### src/hdl/uart_ffc_pkg.sv
// Purpose: constants for the uart fifo and flow-control channel
// Assumes: classic wishbone byte registers, word aligned, one clock
package uart_ffc_pkg;
	localparam int FIFO_DEPTH = 16;
	localparam int CNT_W = 5;
	localparam logic [3:0] A_DATA = 4'h0;
	localparam logic [3:0] A_IER = 4'h1;
	localparam logic [3:0] A_FCR = 4'h2;
	localparam logic [3:0] A_LCR = 4'h3;
	localparam logic [3:0] A_MCR = 4'h4;
	localparam logic [3:0] A_LSR = 4'h5;
	localparam logic [3:0] A_X4 = 4'h4;
	localparam logic [3:0] A_X5 = 4'h5;
	localparam logic [3:0] A_X6 = 4'h6;
	localparam logic [3:0] A_X7 = 4'h7;
	localparam logic [7:0] LCR_ENH = 8'hBF;
	localparam int LCR_DLAB = 7;
	localparam int FCR_EN = 0;
	localparam int FCR_RXRST = 1;
	localparam int FCR_TXRST = 2;
	localparam int EFR_SPEC = 5;
	localparam int EFR_ARTS = 6;
	localparam int EFR_ACTS = 7;
	localparam int IER_RX = 0;
	localparam int IER_XOFF = 5;
	localparam int IER_RTS = 6;
	localparam int IER_CTS = 7;
	localparam int MCR_IRQEN = 3;
	localparam logic [5:0] ISR_NONE = 6'h01;
	localparam logic [5:0] ISR_RDA = 6'h04;
	localparam logic [5:0] ISR_TMO = 6'h0C;
	localparam logic [5:0] ISR_XOFF = 6'h10;
	localparam logic [5:0] ISR_CTSRTS = 6'h20;
	localparam int TMO_CHARS = 4;
	localparam int BITS_PER_CHAR = 10;
	localparam int TICKS_PER_BIT = 16;
	localparam logic [15:0] TMO_TICKS = 16'(TMO_CHARS * BITS_PER_CHAR * TICKS_PER_BIT);
	localparam logic [3:0] STOP_CENTRE = 4'h8;
	localparam logic [3:0] TICK_LAST = 4'hF;
	localparam logic [7:0] ISR_FIFO_BITS = 8'hC0;
	typedef enum logic [1:0] {FS_IDLE, FS_STOP1, FS_STOP2} fc_send_type;
	typedef enum logic [1:0] {RX_IDLE, RX_START, RX_DATA, RX_STOP} rx_state_type;
	typedef enum logic [1:0] {TX_IDLE, TX_START, TX_DATA, TX_STOP} tx_state_type;
endpackage

### src/hdl/uart_ffc_fifo.sv
// Purpose: byte fifo with registered read data and occupancy count
// Assumes: push ignored when full, pop ignored when empty
// Notes: head word is always visible on rdata_o
`timescale 1ns/1ps
module uart_ffc_fifo #(
	parameter int DEPTH = 16,
	parameter int AW = 4
) (
	// clock and reset
	input wire logic clk_i,
	input wire logic rst_i,
	input wire logic flush_i,
	// stream
	input wire logic push_i,
	input wire logic [7:0] wdata_i,
	input wire logic pop_i,
	output logic [7:0] rdata_o,
	output logic [AW:0] count_o
);
	logic [7:0] mem [DEPTH];
	logic [AW-1:0] wp_r;
	logic [AW-1:0] rp_r;
	logic do_push;
	logic do_pop;
	logic [AW-1:0] rp_nxt;
	assign do_push = push_i && (count_o != (AW+1)'(DEPTH));
	assign do_pop = pop_i && (count_o != '0);
	assign rp_nxt = do_pop ? rp_r + 1'b1 : rp_r;
	always_ff @(posedge clk_i) begin
		if (do_push) begin
			mem[wp_r] <= wdata_i;
		end
	end
	always_ff @(posedge clk_i) begin
		if (rst_i || flush_i) begin
			wp_r <= '0;
			rp_r <= '0;
			count_o <= '0;
		end else begin
			if (do_push) begin
				wp_r <= wp_r + 1'b1;
			end
			rp_r <= rp_nxt;
			count_o <= count_o + (AW+1)'(do_push) - (AW+1)'(do_pop);
		end
	end
	// bypass write into head when empty so read data stays current
	always_ff @(posedge clk_i) begin
		if (rst_i) begin
			rdata_o <= 8'h00;
		end else if (do_push && (wp_r == rp_nxt)) begin
			rdata_o <= wdata_i;
		end else begin
			rdata_o <= mem[rp_nxt];
		end
	end
endmodule

### src/hdl/uart_ffc.sv
// Purpose: uart channel with fifos, auto rts/cts and xon/xoff control
// Assumes: classic wishbone slave, 8-bit data in low byte of 32-bit word
// Notes: fixed 8-n-1 framing for tx; rx compares use line word length
`timescale 1ns/1ps
module uart_ffc
	import uart_ffc_pkg::*;
(
	// clock and reset
	input wire logic clk_i,
	input wire logic rst_i,
	// wishbone slave
	input wire logic cyc_i,
	input wire logic stb_i,
	input wire logic we_i,
	input wire logic [5:0] adr_i,
	input wire logic [3:0] sel_i,
	input wire logic [31:0] dat_i,
	output logic [31:0] dat_o,
	output logic ack_o,
	// serial and modem
	input wire logic rx_i,
	output logic tx_o,
	input wire logic cts_n_i,
	output logic rts_n_o,
	// interrupt
	input wire logic irq_output_select_i,
	output logic irq_o,
	output logic irq_oe_o
);
	import uart_ffc_pkg::*;
	logic [7:0] interrupt_enable_reg, fifo_control_reg, line_control_reg, modem_control_reg;
	logic [7:0] enhanced_feature_reg, divisor_low_byte, divisor_high_byte;
	logic [7:0] resume_char_first, resume_char_second, stop_char_first, stop_char_second;
	logic [CNT_W-1:0] rx_cnt, tx_cnt;
	logic [7:0] rx_head, tx_head;
	logic [3:0] adr;
	logic req, wr, rd, enh_sel, dl_sel;
	logic rx_pop, tx_push, rx_push;
	logic [15:0] div_cnt_r;
	logic tick_r;
	logic [4:0] trig_lvl, trig_hi, trig_lo;
	assign adr = adr_i[5:2];
	assign req = cyc_i && stb_i && !ack_o;
	assign wr = req && we_i && sel_i[0];
	assign rd = req && !we_i;
	assign enh_sel = (line_control_reg == LCR_ENH);
	assign dl_sel = line_control_reg[LCR_DLAB] && !enh_sel;
	assign rx_pop = rd && !line_control_reg[LCR_DLAB] && adr == A_DATA;
	assign tx_push = wr && !line_control_reg[LCR_DLAB] && adr == A_DATA;

	// ==========================================================
	// register file
	always_ff @(posedge clk_i) begin
		if (rst_i) begin
			interrupt_enable_reg <= 8'h00;
			fifo_control_reg <= 8'h00;
			line_control_reg <= 8'h00;
			modem_control_reg <= 8'h00;
			enhanced_feature_reg <= 8'h00;
			divisor_low_byte <= 8'h00;
			divisor_high_byte <= 8'h00;
			resume_char_first <= 8'h00;
			resume_char_second <= 8'h00;
			stop_char_first <= 8'h00;
			stop_char_second <= 8'h00;
		end else if (wr) begin
			if (adr == A_LCR) begin
				line_control_reg <= dat_i[7:0];
			end else if (enh_sel) begin
				case (adr)
					A_FCR: enhanced_feature_reg <= dat_i[7:0];
					A_X4: resume_char_first <= dat_i[7:0];
					A_X5: resume_char_second <= dat_i[7:0];
					A_X6: stop_char_first <= dat_i[7:0];
					A_X7: stop_char_second <= dat_i[7:0];
					default: ;
				endcase
			end else if (dl_sel && adr == A_DATA) begin
				divisor_low_byte <= dat_i[7:0];
			end else if (dl_sel && adr == A_IER) begin
				divisor_high_byte <= dat_i[7:0];
			end else if (!line_control_reg[LCR_DLAB]) begin
				case (adr)
					A_IER: interrupt_enable_reg <= dat_i[7:0];
					// fifo enable and rx trigger select
					A_FCR: fifo_control_reg <= {dat_i[7:6], 5'h00, dat_i[FCR_EN]};
					A_MCR: modem_control_reg <= dat_i[7:0];
					default: ;
				endcase
			end
		end
	end
	// fifo reset strobes act once, they are not stored
	logic rx_flush, tx_flush;
	assign rx_flush = wr && !line_control_reg[LCR_DLAB] && adr == A_FCR &&
		(dat_i[FCR_RXRST] || dat_i[FCR_EN] != fifo_control_reg[FCR_EN]);
	assign tx_flush = wr && !line_control_reg[LCR_DLAB] && adr == A_FCR &&
		(dat_i[FCR_TXRST] || dat_i[FCR_EN] != fifo_control_reg[FCR_EN]);

	// ==========================================================
	// baud generator
	// divide by divisor, zero halts
	always_ff @(posedge clk_i) begin
		if (rst_i) begin
			div_cnt_r <= 16'h0001;
			tick_r <= 1'b0;
		end else if ({divisor_high_byte, divisor_low_byte} == 16'h0000) begin
			div_cnt_r <= 16'h0001;
			tick_r <= 1'b0;
		end else if (div_cnt_r >= {divisor_high_byte, divisor_low_byte}) begin
			div_cnt_r <= 16'h0001;
			tick_r <= 1'b1;
		end else begin
			div_cnt_r <= div_cnt_r + 16'h0001;
			tick_r <= 1'b0;
		end
	end

	// ==========================================================
	// trigger levels 1/4/8/14, next above and below
	always_comb begin
		case (fifo_control_reg[7:6])
			2'b00: begin trig_lvl = 5'd1; trig_hi = 5'd4; trig_lo = 5'd0; end
			2'b01: begin trig_lvl = 5'd4; trig_hi = 5'd8; trig_lo = 5'd1; end
			2'b10: begin trig_lvl = 5'd8; trig_hi = 5'd14; trig_lo = 5'd4; end
			default: begin trig_lvl = 5'd14; trig_hi = 5'd16; trig_lo = 5'd8; end
		endcase
	end
	function automatic logic [7:0] wmask(input logic [1:0] wl);
		wmask = 8'hFF >> (2'd3 - wl);
	endfunction
	logic [7:0] cmask;
	assign cmask = wmask(line_control_reg[1:0]);

	// ==========================================================
	// receiver
	rx_state_type rx_st;
	logic [3:0] rx_ph;
	logic [2:0] rx_bit;
	logic [7:0] rx_sh;
	logic rx_done;
	logic [7:0] rx_char, rx_prev;
	logic prev_stop_m, prev_res_m;
	always_ff @(posedge clk_i) begin
		rx_done <= 1'b0;
		if (rst_i) begin
			rx_st <= RX_IDLE;
			rx_ph <= 4'h0;
			rx_bit <= 3'd0;
			rx_sh <= 8'h00;
		end else if (tick_r) begin
			rx_ph <= rx_ph + 4'h1;
			case (rx_st)
				RX_IDLE: if (!rx_i) begin rx_st <= RX_START; rx_ph <= 4'h1; end
				RX_START: if (rx_ph == STOP_CENTRE - 4'h1) begin
					rx_st <= rx_i ? RX_IDLE : RX_DATA;
					rx_ph <= 4'h0;
					rx_bit <= 3'd0;
				end
				RX_DATA: if (rx_ph == TICK_LAST) begin
					// first received bit lands in bit 0
					rx_sh <= {rx_i, rx_sh[7:1]} ;
					rx_bit <= rx_bit + 3'd1;
					// last data bit index is word length minus one (4..7)
					if (rx_bit == 3'd4 + {1'b0, line_control_reg[1:0]}) begin
						rx_st <= RX_STOP;
					end
				end
				RX_STOP: if (rx_ph == TICK_LAST) begin
					rx_st <= RX_IDLE;
					rx_done <= 1'b1;
				end
				default: rx_st <= RX_IDLE;
			endcase
		end
	end
	assign rx_char = (rx_sh >> (2'd3 - line_control_reg[1:0])) & cmask;
	logic m_s1, m_s2, m_r1, m_r2, dbl, sw_on, stop_hit, res_hit, spec_hit;
	assign m_s1 = (rx_char & cmask) == (stop_char_first & cmask);
	assign m_s2 = (rx_char & cmask) == (stop_char_second & cmask);
	assign m_r1 = (rx_char & cmask) == (resume_char_first & cmask);
	assign m_r2 = (rx_char & cmask) == (resume_char_second & cmask);
	assign dbl = enhanced_feature_reg[1] && enhanced_feature_reg[0];
	assign sw_on = enhanced_feature_reg[1] || enhanced_feature_reg[0];
	assign stop_hit = sw_on && (dbl ? (prev_stop_m && m_s2) : (m_s1 || m_s2));
	assign res_hit = sw_on && (dbl ? (prev_res_m && m_r2) : (m_r1 || m_r2));
	assign spec_hit = enhanced_feature_reg[EFR_SPEC] && m_s2;
	always_ff @(posedge clk_i) begin
		if (rst_i) begin
			prev_stop_m <= 1'b0;
			prev_res_m <= 1'b0;
		end else if (rx_done) begin
			prev_stop_m <= m_s1;
			prev_res_m <= m_r1;
		end
	end
	// flow chars dropped, in double mode only the second of a pair; accept until full
	logic first_held;
	assign first_held = dbl && ((m_s1 && !prev_stop_m) || (m_r1 && !prev_res_m));
	assign rx_push = rx_done && !(stop_hit || res_hit) && rx_cnt != CNT_W'(FIFO_DEPTH);
	assign rx_prev = first_held ? rx_char : 8'h00;
	uart_ffc_fifo #(.DEPTH(FIFO_DEPTH), .AW(CNT_W-1)) rx_fifo (
		.clk_i(clk_i), .rst_i(rst_i), .flush_i(rx_flush),
		.push_i(rx_push), .wdata_i(rx_char), .pop_i(rx_pop),
		.rdata_o(rx_head), .count_o(rx_cnt));

	// ==========================================================
	// time-out
	// restart at centre of stop bit and on read, expire at 4 chars
	logic [15:0] tmo_r;
	logic tmo_flag_r;
	always_ff @(posedge clk_i) begin
		if (rst_i || rx_pop || rx_cnt == '0 ||
			(tick_r && rx_st == RX_STOP && rx_ph == STOP_CENTRE)) begin
			tmo_r <= 16'h0000;
		end else if (tick_r && tmo_r != TMO_TICKS) begin
			tmo_r <= tmo_r + 16'h0001;
		end
	end
	// time-out only with data below trigger
	always_ff @(posedge clk_i) begin
		if (rst_i || rx_pop || rx_cnt == '0) begin
			tmo_flag_r <= 1'b0;
		end else if (tmo_r == TMO_TICKS && rx_cnt < trig_lvl) begin
			tmo_flag_r <= 1'b1;
		end
	end

	// ==========================================================
	// flow control state
	logic xoff_halt_r, xflag_r, cts_prev_r, cts_flag_r, rts_off_r;
	// halt on stop, resume and clear on resume; set beats clear
	always_ff @(posedge clk_i) begin
		if (rst_i) begin
			xoff_halt_r <= 1'b0;
			xflag_r <= 1'b0;
		end else if (rx_done && (stop_hit || spec_hit)) begin
			xoff_halt_r <= stop_hit || xoff_halt_r;
			xflag_r <= 1'b1;
		end else if (rx_done && res_hit) begin
			xoff_halt_r <= 1'b0;
			xflag_r <= 1'b0;
		end
	end
	// cts rising edge flag, cleared by status read
	logic isr_rd;
	assign isr_rd = rd && !line_control_reg[LCR_DLAB] && !enh_sel && adr == A_FCR;
	always_ff @(posedge clk_i) begin
		if (rst_i) begin
			cts_prev_r <= 1'b0;
			cts_flag_r <= 1'b0;
		end else begin
			cts_prev_r <= cts_n_i;
			if (enhanced_feature_reg[EFR_ACTS] && cts_n_i && !cts_prev_r) begin
				cts_flag_r <= 1'b1;
			end else if (isr_rd) begin
				cts_flag_r <= 1'b0;
			end
		end
	end
	always_ff @(posedge clk_i) begin
		if (rst_i) begin
			rts_off_r <= 1'b0;
		end else if (!enhanced_feature_reg[EFR_ARTS]) begin
			rts_off_r <= 1'b0;
		end else if (rx_cnt >= trig_hi) begin
			rts_off_r <= 1'b1;
		end else if (rx_cnt <= trig_lo) begin
			rts_off_r <= 1'b0;
		end
	end
	always_ff @(posedge clk_i) begin
		rts_n_o <= rst_i ? 1'b0 : rts_off_r;
	end

	// ==========================================================
	// transmitter
	tx_state_type tx_st;
	fc_send_type fs_st;
	logic [3:0] tx_ph;
	logic [2:0] tx_bit;
	logic [7:0] tx_sh;
	logic tx_pop, send_stop_r, sent_stop_r, tx_go;
	// send stop chars above trigger, resume chars below
	always_ff @(posedge clk_i) begin
		if (rst_i) begin
			sent_stop_r <= 1'b0;
		end else if (tx_st == TX_IDLE && fs_st == FS_IDLE && sw_on && tick_r) begin
			if (!sent_stop_r && rx_cnt > trig_lvl) begin
				sent_stop_r <= 1'b1;
			end else if (sent_stop_r && rx_cnt < trig_lvl) begin
				sent_stop_r <= 1'b0;
			end
		end
	end
	assign send_stop_r = sent_stop_r;
	// gating is checked only between characters
	assign tx_go = !(enhanced_feature_reg[EFR_ACTS] && cts_n_i) && !xoff_halt_r;
	assign tx_pop = tick_r && tx_st == TX_IDLE && fs_st == FS_IDLE && tx_go &&
		tx_cnt != '0 && !(sw_on && ((!sent_stop_r && rx_cnt > trig_lvl) ||
		(sent_stop_r && rx_cnt < trig_lvl)));
	uart_ffc_fifo #(.DEPTH(FIFO_DEPTH), .AW(CNT_W-1)) tx_fifo (
		.clk_i(clk_i), .rst_i(rst_i), .flush_i(tx_flush),
		.push_i(tx_push), .wdata_i(dat_i[7:0]), .pop_i(tx_pop),
		.rdata_o(tx_head), .count_o(tx_cnt));
	always_ff @(posedge clk_i) begin
		if (rst_i) begin
			tx_st <= TX_IDLE;
			fs_st <= FS_IDLE;
			tx_ph <= 4'h0;
			tx_bit <= 3'd0;
			tx_sh <= 8'h00;
			tx_o <= 1'b1;
		end else if (tick_r) begin
			tx_ph <= tx_ph + 4'h1;
			case (tx_st)
				TX_IDLE: begin
					tx_o <= 1'b1;
					tx_ph <= 4'h0;
					if (fs_st == FS_STOP1 && dbl) begin
						tx_sh <= send_stop_r ? stop_char_second : resume_char_second;
						fs_st <= FS_STOP2;
						tx_st <= TX_START;
					end else if (fs_st != FS_IDLE) begin
						fs_st <= FS_IDLE;
					end else if (sw_on && !sent_stop_r && rx_cnt > trig_lvl) begin
						tx_sh <= stop_char_first;
						fs_st <= FS_STOP1;
						tx_st <= TX_START;
					end else if (sw_on && sent_stop_r && rx_cnt < trig_lvl) begin
						tx_sh <= resume_char_first;
						fs_st <= FS_STOP1;
						tx_st <= TX_START;
					end else if (tx_pop) begin
						tx_sh <= tx_head;
						tx_st <= TX_START;
					end
				end
				TX_START: begin
					tx_o <= 1'b0;
					if (tx_ph == TICK_LAST) begin
						tx_st <= TX_DATA;
						tx_bit <= 3'd0;
					end
				end
				TX_DATA: begin
					tx_o <= tx_sh[tx_bit];
					if (tx_ph == TICK_LAST) begin
						tx_bit <= tx_bit + 3'd1;
						if (tx_bit == 3'd7) begin
							tx_st <= TX_STOP;
						end
					end
				end
				TX_STOP: begin
					tx_o <= 1'b1;
					if (tx_ph == TICK_LAST) begin
						tx_st <= TX_IDLE;
					end
				end
				default: tx_st <= TX_IDLE;
			endcase
		end
	end

	// ==========================================================
	// interrupt priority and output
	logic [5:0] isr_code;
	logic rda;
	// data ready at trigger, shares level with time-out
	assign rda = rx_cnt >= trig_lvl;
	always_comb begin
		if (interrupt_enable_reg[IER_RX] && rda) begin
			isr_code = ISR_RDA;
		end else if (interrupt_enable_reg[IER_RX] && tmo_flag_r) begin
			isr_code = ISR_TMO;
		end else if (interrupt_enable_reg[IER_XOFF] && xflag_r) begin
			isr_code = ISR_XOFF;
		end else if ((interrupt_enable_reg[IER_CTS] && cts_flag_r) ||
			(interrupt_enable_reg[IER_RTS] && rts_off_r)) begin
			isr_code = ISR_CTSRTS;
		end else begin
			isr_code = ISR_NONE;
		end
	end
	// select pin decides whether modem bit 3 gates the output
	always_ff @(posedge clk_i) begin
		if (rst_i) begin
			irq_o <= 1'b0;
			irq_oe_o <= 1'b0;
		end else begin
			irq_o <= isr_code != ISR_NONE;
			irq_oe_o <= irq_output_select_i || modem_control_reg[MCR_IRQEN];
		end
	end

	// ==========================================================
	// bus answer, registered ack one cycle after request
	always_ff @(posedge clk_i) begin
		if (rst_i) begin
			ack_o <= 1'b0;
			dat_o <= 32'h0;
		end else begin
			ack_o <= req;
			if (rd) begin
				dat_o <= 32'h0;
				if (adr == A_LCR) dat_o[7:0] <= line_control_reg;
				else if (enh_sel) begin
					case (adr)
						A_FCR: dat_o[7:0] <= enhanced_feature_reg;
						A_X4: dat_o[7:0] <= resume_char_first;
						A_X5: dat_o[7:0] <= resume_char_second;
						A_X6: dat_o[7:0] <= stop_char_first;
						A_X7: dat_o[7:0] <= stop_char_second;
						default: ;
					endcase
				end else if (dl_sel && adr == A_DATA) dat_o[7:0] <= divisor_low_byte;
				else if (dl_sel && adr == A_IER) dat_o[7:0] <= divisor_high_byte;
				else if (!line_control_reg[LCR_DLAB]) begin
					case (adr)
						A_DATA: dat_o[7:0] <= rx_head;
						A_IER: dat_o[7:0] <= interrupt_enable_reg;
						A_FCR: dat_o[7:0] <= {2'b00, isr_code} |
							(fifo_control_reg[FCR_EN] ? ISR_FIFO_BITS : 8'h00);
						A_MCR: dat_o[7:0] <= modem_control_reg;
						A_LSR: dat_o[7:0] <= {1'b0, tx_cnt == '0 && tx_st == TX_IDLE,
							tx_cnt == '0, 4'h0, rx_cnt != '0};
						default: ;
					endcase
				end
			end
		end
	end

	// ==========================================================
	// checks
	AST_RTS_HI: assert property (@(posedge clk_i) disable iff (rst_i)
		enhanced_feature_reg[EFR_ARTS] && rx_cnt >= trig_hi |-> ##2 rts_n_o)
		else $error("rts not raised at upper level");
	AST_RTS_LO: assert property (@(posedge clk_i) disable iff (rst_i)
		!enhanced_feature_reg[EFR_ARTS] |-> ##2 !rts_n_o)
		else $error("rts off without auto rts");
	AST_TMO_EMPTY: assert property (@(posedge clk_i) disable iff (rst_i)
		rx_cnt == '0 |=> !tmo_flag_r)
		else $error("time-out with empty fifo");
	AST_NO_FLOWCHAR: assert property (@(posedge clk_i) disable iff (rst_i)
		rx_done && stop_hit |-> !rx_push)
		else $error("flow char stored");
	AST_XOFF_HALT: assert property (@(posedge clk_i) disable iff (rst_i)
		xoff_halt_r |-> !tx_pop)
		else $error("tx popped while halted");
	AST_CTS_HALT: assert property (@(posedge clk_i) disable iff (rst_i)
		enhanced_feature_reg[EFR_ACTS] && cts_n_i |-> !tx_pop)
		else $error("tx popped while cts off");
	AST_DIV0: assert property (@(posedge clk_i) disable iff (rst_i)
		{divisor_high_byte, divisor_low_byte} == 16'h0000 |=> !tick_r)
		else $error("tick with zero divisor");
	AST_IRQ_OE: assert property (@(posedge clk_i) disable iff (rst_i)
		irq_output_select_i |=> irq_oe_o)
		else $error("irq output not enabled");
	AST_RESUME: assert property (@(posedge clk_i) disable iff (rst_i)
		rx_done && res_hit && !stop_hit && !spec_hit |=> !xflag_r && !xoff_halt_r)
		else $error("resume did not clear");
endmodule

### config.mk
export PLATFORM = sky130hd
export DESIGN_NAME = uart_ffc
export DESIGN_NICKNAME = d
export VERILOG_FILES = /design/src/hdl/uart_ffc_pkg.sv /design/src/hdl/uart_ffc_fifo.sv /design/src/hdl/uart_ffc.sv
export SDC_FILE = /design/constraint.sdc
export NUM_CORES = 1
export LEC_CHECK = 0
export ABC_CLOCK_PERIOD_IN_PS = 4000
export CAP_MARGIN = 20
export CORE_MARGIN = 2
export CORE_UTILIZATION = 40
export CTS_CLUSTER_SIZE = 10
export DETAILED_ROUTE_END_ITERATION = 16
export DONT_BUFFER_PORTS = 1
export PLACE_DENSITY_LB_ADDON = 0.25
export SLEW_MARGIN = 20
export SYNTH_ARGS = -nofsm -noshare
export SYNTH_HDL_FRONTEND = slang
export SYNTH_SLANG_ARGS = --single-unit
### constraint.sdc
create_clock -name clk_i -period 4 [get_ports clk_i]
set_clock_uncertainty 0.2 [all_clocks]
set_input_delay 0.4 -clock clk_i [delete_from_list [all_inputs] [get_ports clk_i]]
set_output_delay 0.4 -clock clk_i [all_outputs]
set_load 0.02 [all_outputs]
==> impl_metrics.ini <==
[flow_run]
cap_violations = 0

[placed_design]
placed_area_um2 = 25200
place_hpwl_mm = 43.3
place_inst = 3023
gp_congestion = 0.902
dp_slack_ns = 0.0596
portBuffers = 0

[critical_path]
crit_required_ns = 4.31
timing.rr.start = line_control_reg[1]
slowest_delay_ns = 0.72
cp_top_family = simple AND/OR/NAND/NOR gates
crit_arrival_ns = 4.07
end_kind = register
cp-start-kind = register
critical_path_buf_inv_count = 0
ff2ff_path_depth = 13
rr_endpoint = rx_fifo.count_o[4]
cpMostUsedCell = nor2_1
worstSetupPathType = register to register
critPathMaxFanout = 4
path_cells = mux4_2 -> xnor2_1 -> o2111ai_1 -> or4b_2 -> o2111ai_1 -> nand2_1 -> ha_1 -> fa_1 -> a21oi_1 -> nor2_1 -> nor2_1 -> xnor2_1 -> nor2_1
r2r_slack_ns = 0.25
cpMaxStageDelayCell = or4b_2

[power_and_ir_drop]
p_sw_mw = 2.15
ir_drop_mv = 0.350
p_clk_share_pct = 45.7
power_mw = 9.83
internal_power_mw = 7.68
swShare_pct = 21.9
pwr-share-comb_pct = 2.2
leakagePower_nw = 9.54
power_frac_seq_pct = 52.0
cellPowerDensity_nw_per_um2 = 360

[cells_and_area]
finalInstanceArea_um2 = 27300
multiInputGateArea_um2 = 11200
final_cells = 3155
syn_to_final_growth_pct = 13.5
fill_cells = 5449
drive_gt1_share_pct = 11.0
diodes = 0
final_nets = 2465
post-route-util_pct = 46.1
seqCellArea_um2 = 12000
largestRegisters = rx_fifo.mem: 128 flops, tx_fifo.mem: 128 flops

[synth]
synthCells = 2301
syn_area_um2 = 24100
synth_area_leaders = edfxtp_1 (32%), dfxtp_1 (18%), mux2i_1 (7.8%)
ys_ff_latch = 473
ys.flop_type = edfxtp_1
yosys.area.top_type = edfxtp_1
yosysMostFrequentCell = edfxtp_1
ys_top_cells_by_count = edfxtp_1 (256), a21oi_1 (217), dfxtp_1 (217)
synth_seq_area_share_pct = 49.9
ys_types = 85
yosys.area.top_type_share_pct = 31.9
yosysWarnings = 0
synth-edff-count = 256
syn_area_per_cell_um2 = 10.5
async_flop_share_pct = 0

[routing]
wl_per_cell_um = 21.1
via_per_inst = 5.74
final_antenna_net_count = 0
drt-total-wl_mm = 66.5
drt_first_iter_violations = 1435
post-route-drc-count = 0
vias = 18100
drtPass1Iterations = 5

[die]
core_um2 = 59200
start_util_pct = 40.7
ios = 87
die-area_um2 = 62200
die_w_um = 249
fp.dieH_um = 249
rows = 89

[timing]
fin_ws_ns = 0.246
setup_viol = 0
period_share_pct = 93.8
drv_slew = 0
hold_viol_final = 0
slew_headroom_pct = 30.7
setup_tns_ns = 0
tightest_slew_ns = 1.04
period_needed_ns = 3.75
holdWs_ns = 0.0324
rsz0062_at_grt = no
fmax_mhz = 266

[outcome]
outcome = complete, no violations

[grt]
grt_remaining_overflow = 0
grt_max_degree = 139
grt_pass1_wl_mm = 103
antenna_found_initial = 0
grt_pass1_vias = 17500
grt.total_usage_pct = 21.1

[clock_tree]
cts_root_buf = clkbuf_16
cts_setup_buffers = 0
htreeDepth = 2
clock_sinks = 473
cts_tree = yes
insertion_delay_ns = 0.62
cts_inserted_buffers = 54
clkTransAtPathRegs_ns = 0.06
clk_path_buf_depth = 3

[hold_path]
hold_class = input pin to register
hold_start = adr_i[2]
holdPathEnd = cts_flag_r
hold_depth = 4
==> how the worst max path moves through the flow <==
| stage | start | to | slack [ns] | cells after the start |
|---|---|---|---|---|
| floorplan | line_control_reg[0] | rx_fifo.count_o[4] | -0.02 | 17 |
| global placement | line_control_reg[0] | rx_fifo.count_o[4] | 0.04 | 15 |
| detailed placement | line_control_reg[0] | rx_fifo.count_o[4] | 0.06 | 13 |
| CTS | line_control_reg[0] | rx_fifo.count_o[4] | 0.03 | 13 |
| global route | line_control_reg[1] | rx_fifo.count_o[4] | 0.002 | 13 |
| finish | line_control_reg[1] | rx_fifo.count_o[4] | 0.25 | 13 |
==> layout by cell type (no fill, tap or decap), types with 12 or more instances in the layout <==
| master | count |
|---|---|
| dfxtp_1 | 213 |
| clkbuf_16 | 54 |
| a211oi_1 | 13 |
| conb_1 | 24 |
| nor2_1 | 209 |
| a31oi_1 | 18 |
| inv_1 | 86 |
| nand4_1 | 12 |
| nand2b_1 | 17 |
| nor3_1 | 32 |
| o2111ai_1 | 13 |
| clkbuf_1 | 32 |
| mux4_2 | 32 |
| xor2_1 | 42 |
| o221ai_1 | 15 |
| o21ai_0 | 52 |
| nand3_1 | 71 |
| ha_1 | 65 |
| a22oi_1 | 32 |
| mux2_2 | 21 |
| a21o_1 | 14 |
| a32o_1 | 14 |
| mux2i_1 | 187 |
| nand2_1 | 192 |
| xnor2_1 | 46 |
| nor2b_1 | 16 |
| dlygate4sd3_1 | 31 |
| a21oi_1 | 216 |
| nor4_1 | 15 |
| and3_1 | 28 |
| o211ai_1 | 19 |
| o22ai_1 | 14 |
| edfxtp_1 | 256 |
| buf_4 | 89 |
| buf_12 | 12 |
==> metal layers <==
metal  vias to the layer above  track usage (%)  wire, um
met4                         0             6.11      1660
met2                       587             34.2     30900
li1                       8505                -         -
met5                         -                0         0
met1                      8910             29.0     29900
met3                       110             3.42      4120
==> area by class of cell <==
class / instances / share of cell area (%)
sequential: 473 / 44.0
multi-input combinational: 1596 / 40.9
clock buffer: 86 / 5.38
timing repair buffer: 135 / 4.63
tap: 773 / 3.54
inverter: 87 / 1.19
clock inverter: 5 / 0.307
==> power by group through the flow <==
stage	clock network [mW]	logic, mW	registers (mW)
5_1_grt	4.78	0.233	5.11
3_5_place_dp	0	0.102	5.22
6_report	4.50	0.221	5.11
2_1_floorplan	0	0.128	5.21
3_3_place_gp	0	0.101	5.22
4_1_cts	4.59	0.217	5.11
==> kinds of logic (layout without fill, tap and decap cells) <==
logic type / Yosys count / after routing / synth area share [%]
flip-flops: 473 / 473 / 49.9
XOR/XNOR: 92 / 92 / 3.51
AND/OR/NAND/NOR: 656 / 656 / 12.7
adder cells (fa/ha/maj): 68 / 68 / 3.59
buffers and inverters: 255 / 313 / 4.55
other: 1 / 24 / 0.0156
AO/OA/AOI/OAI: 515 / 515 / 13.9
multiplexers: 241 / 241 / 11.8
==> worst reg2reg max path, stage by stage, from the launching register on <==
cell       delay (ns)
dfxtp_1          0.37
mux4_2           0.60
xnor2_1          0.18
o2111ai_1        0.16
or4b_2           0.72
o2111ai_1        0.16
nand2_1          0.11
ha_1             0.22
fa_1             0.40
a21oi_1          0.17
nor2_1           0.06
nor2_1           0.12
xnor2_1          0.13
nor2_1           0.05
==> what timing repair did <==
| action | in CTS | in global routing |
|---|---|---|
| endpoints found under the setup margin | 0 | 39 |
| resized for setup | 0 | 17 |
| hold buffers | 40 | 0 |
| hold endpoints to repair | 289 | 0 |
Power figures use the tool's default switching activity.
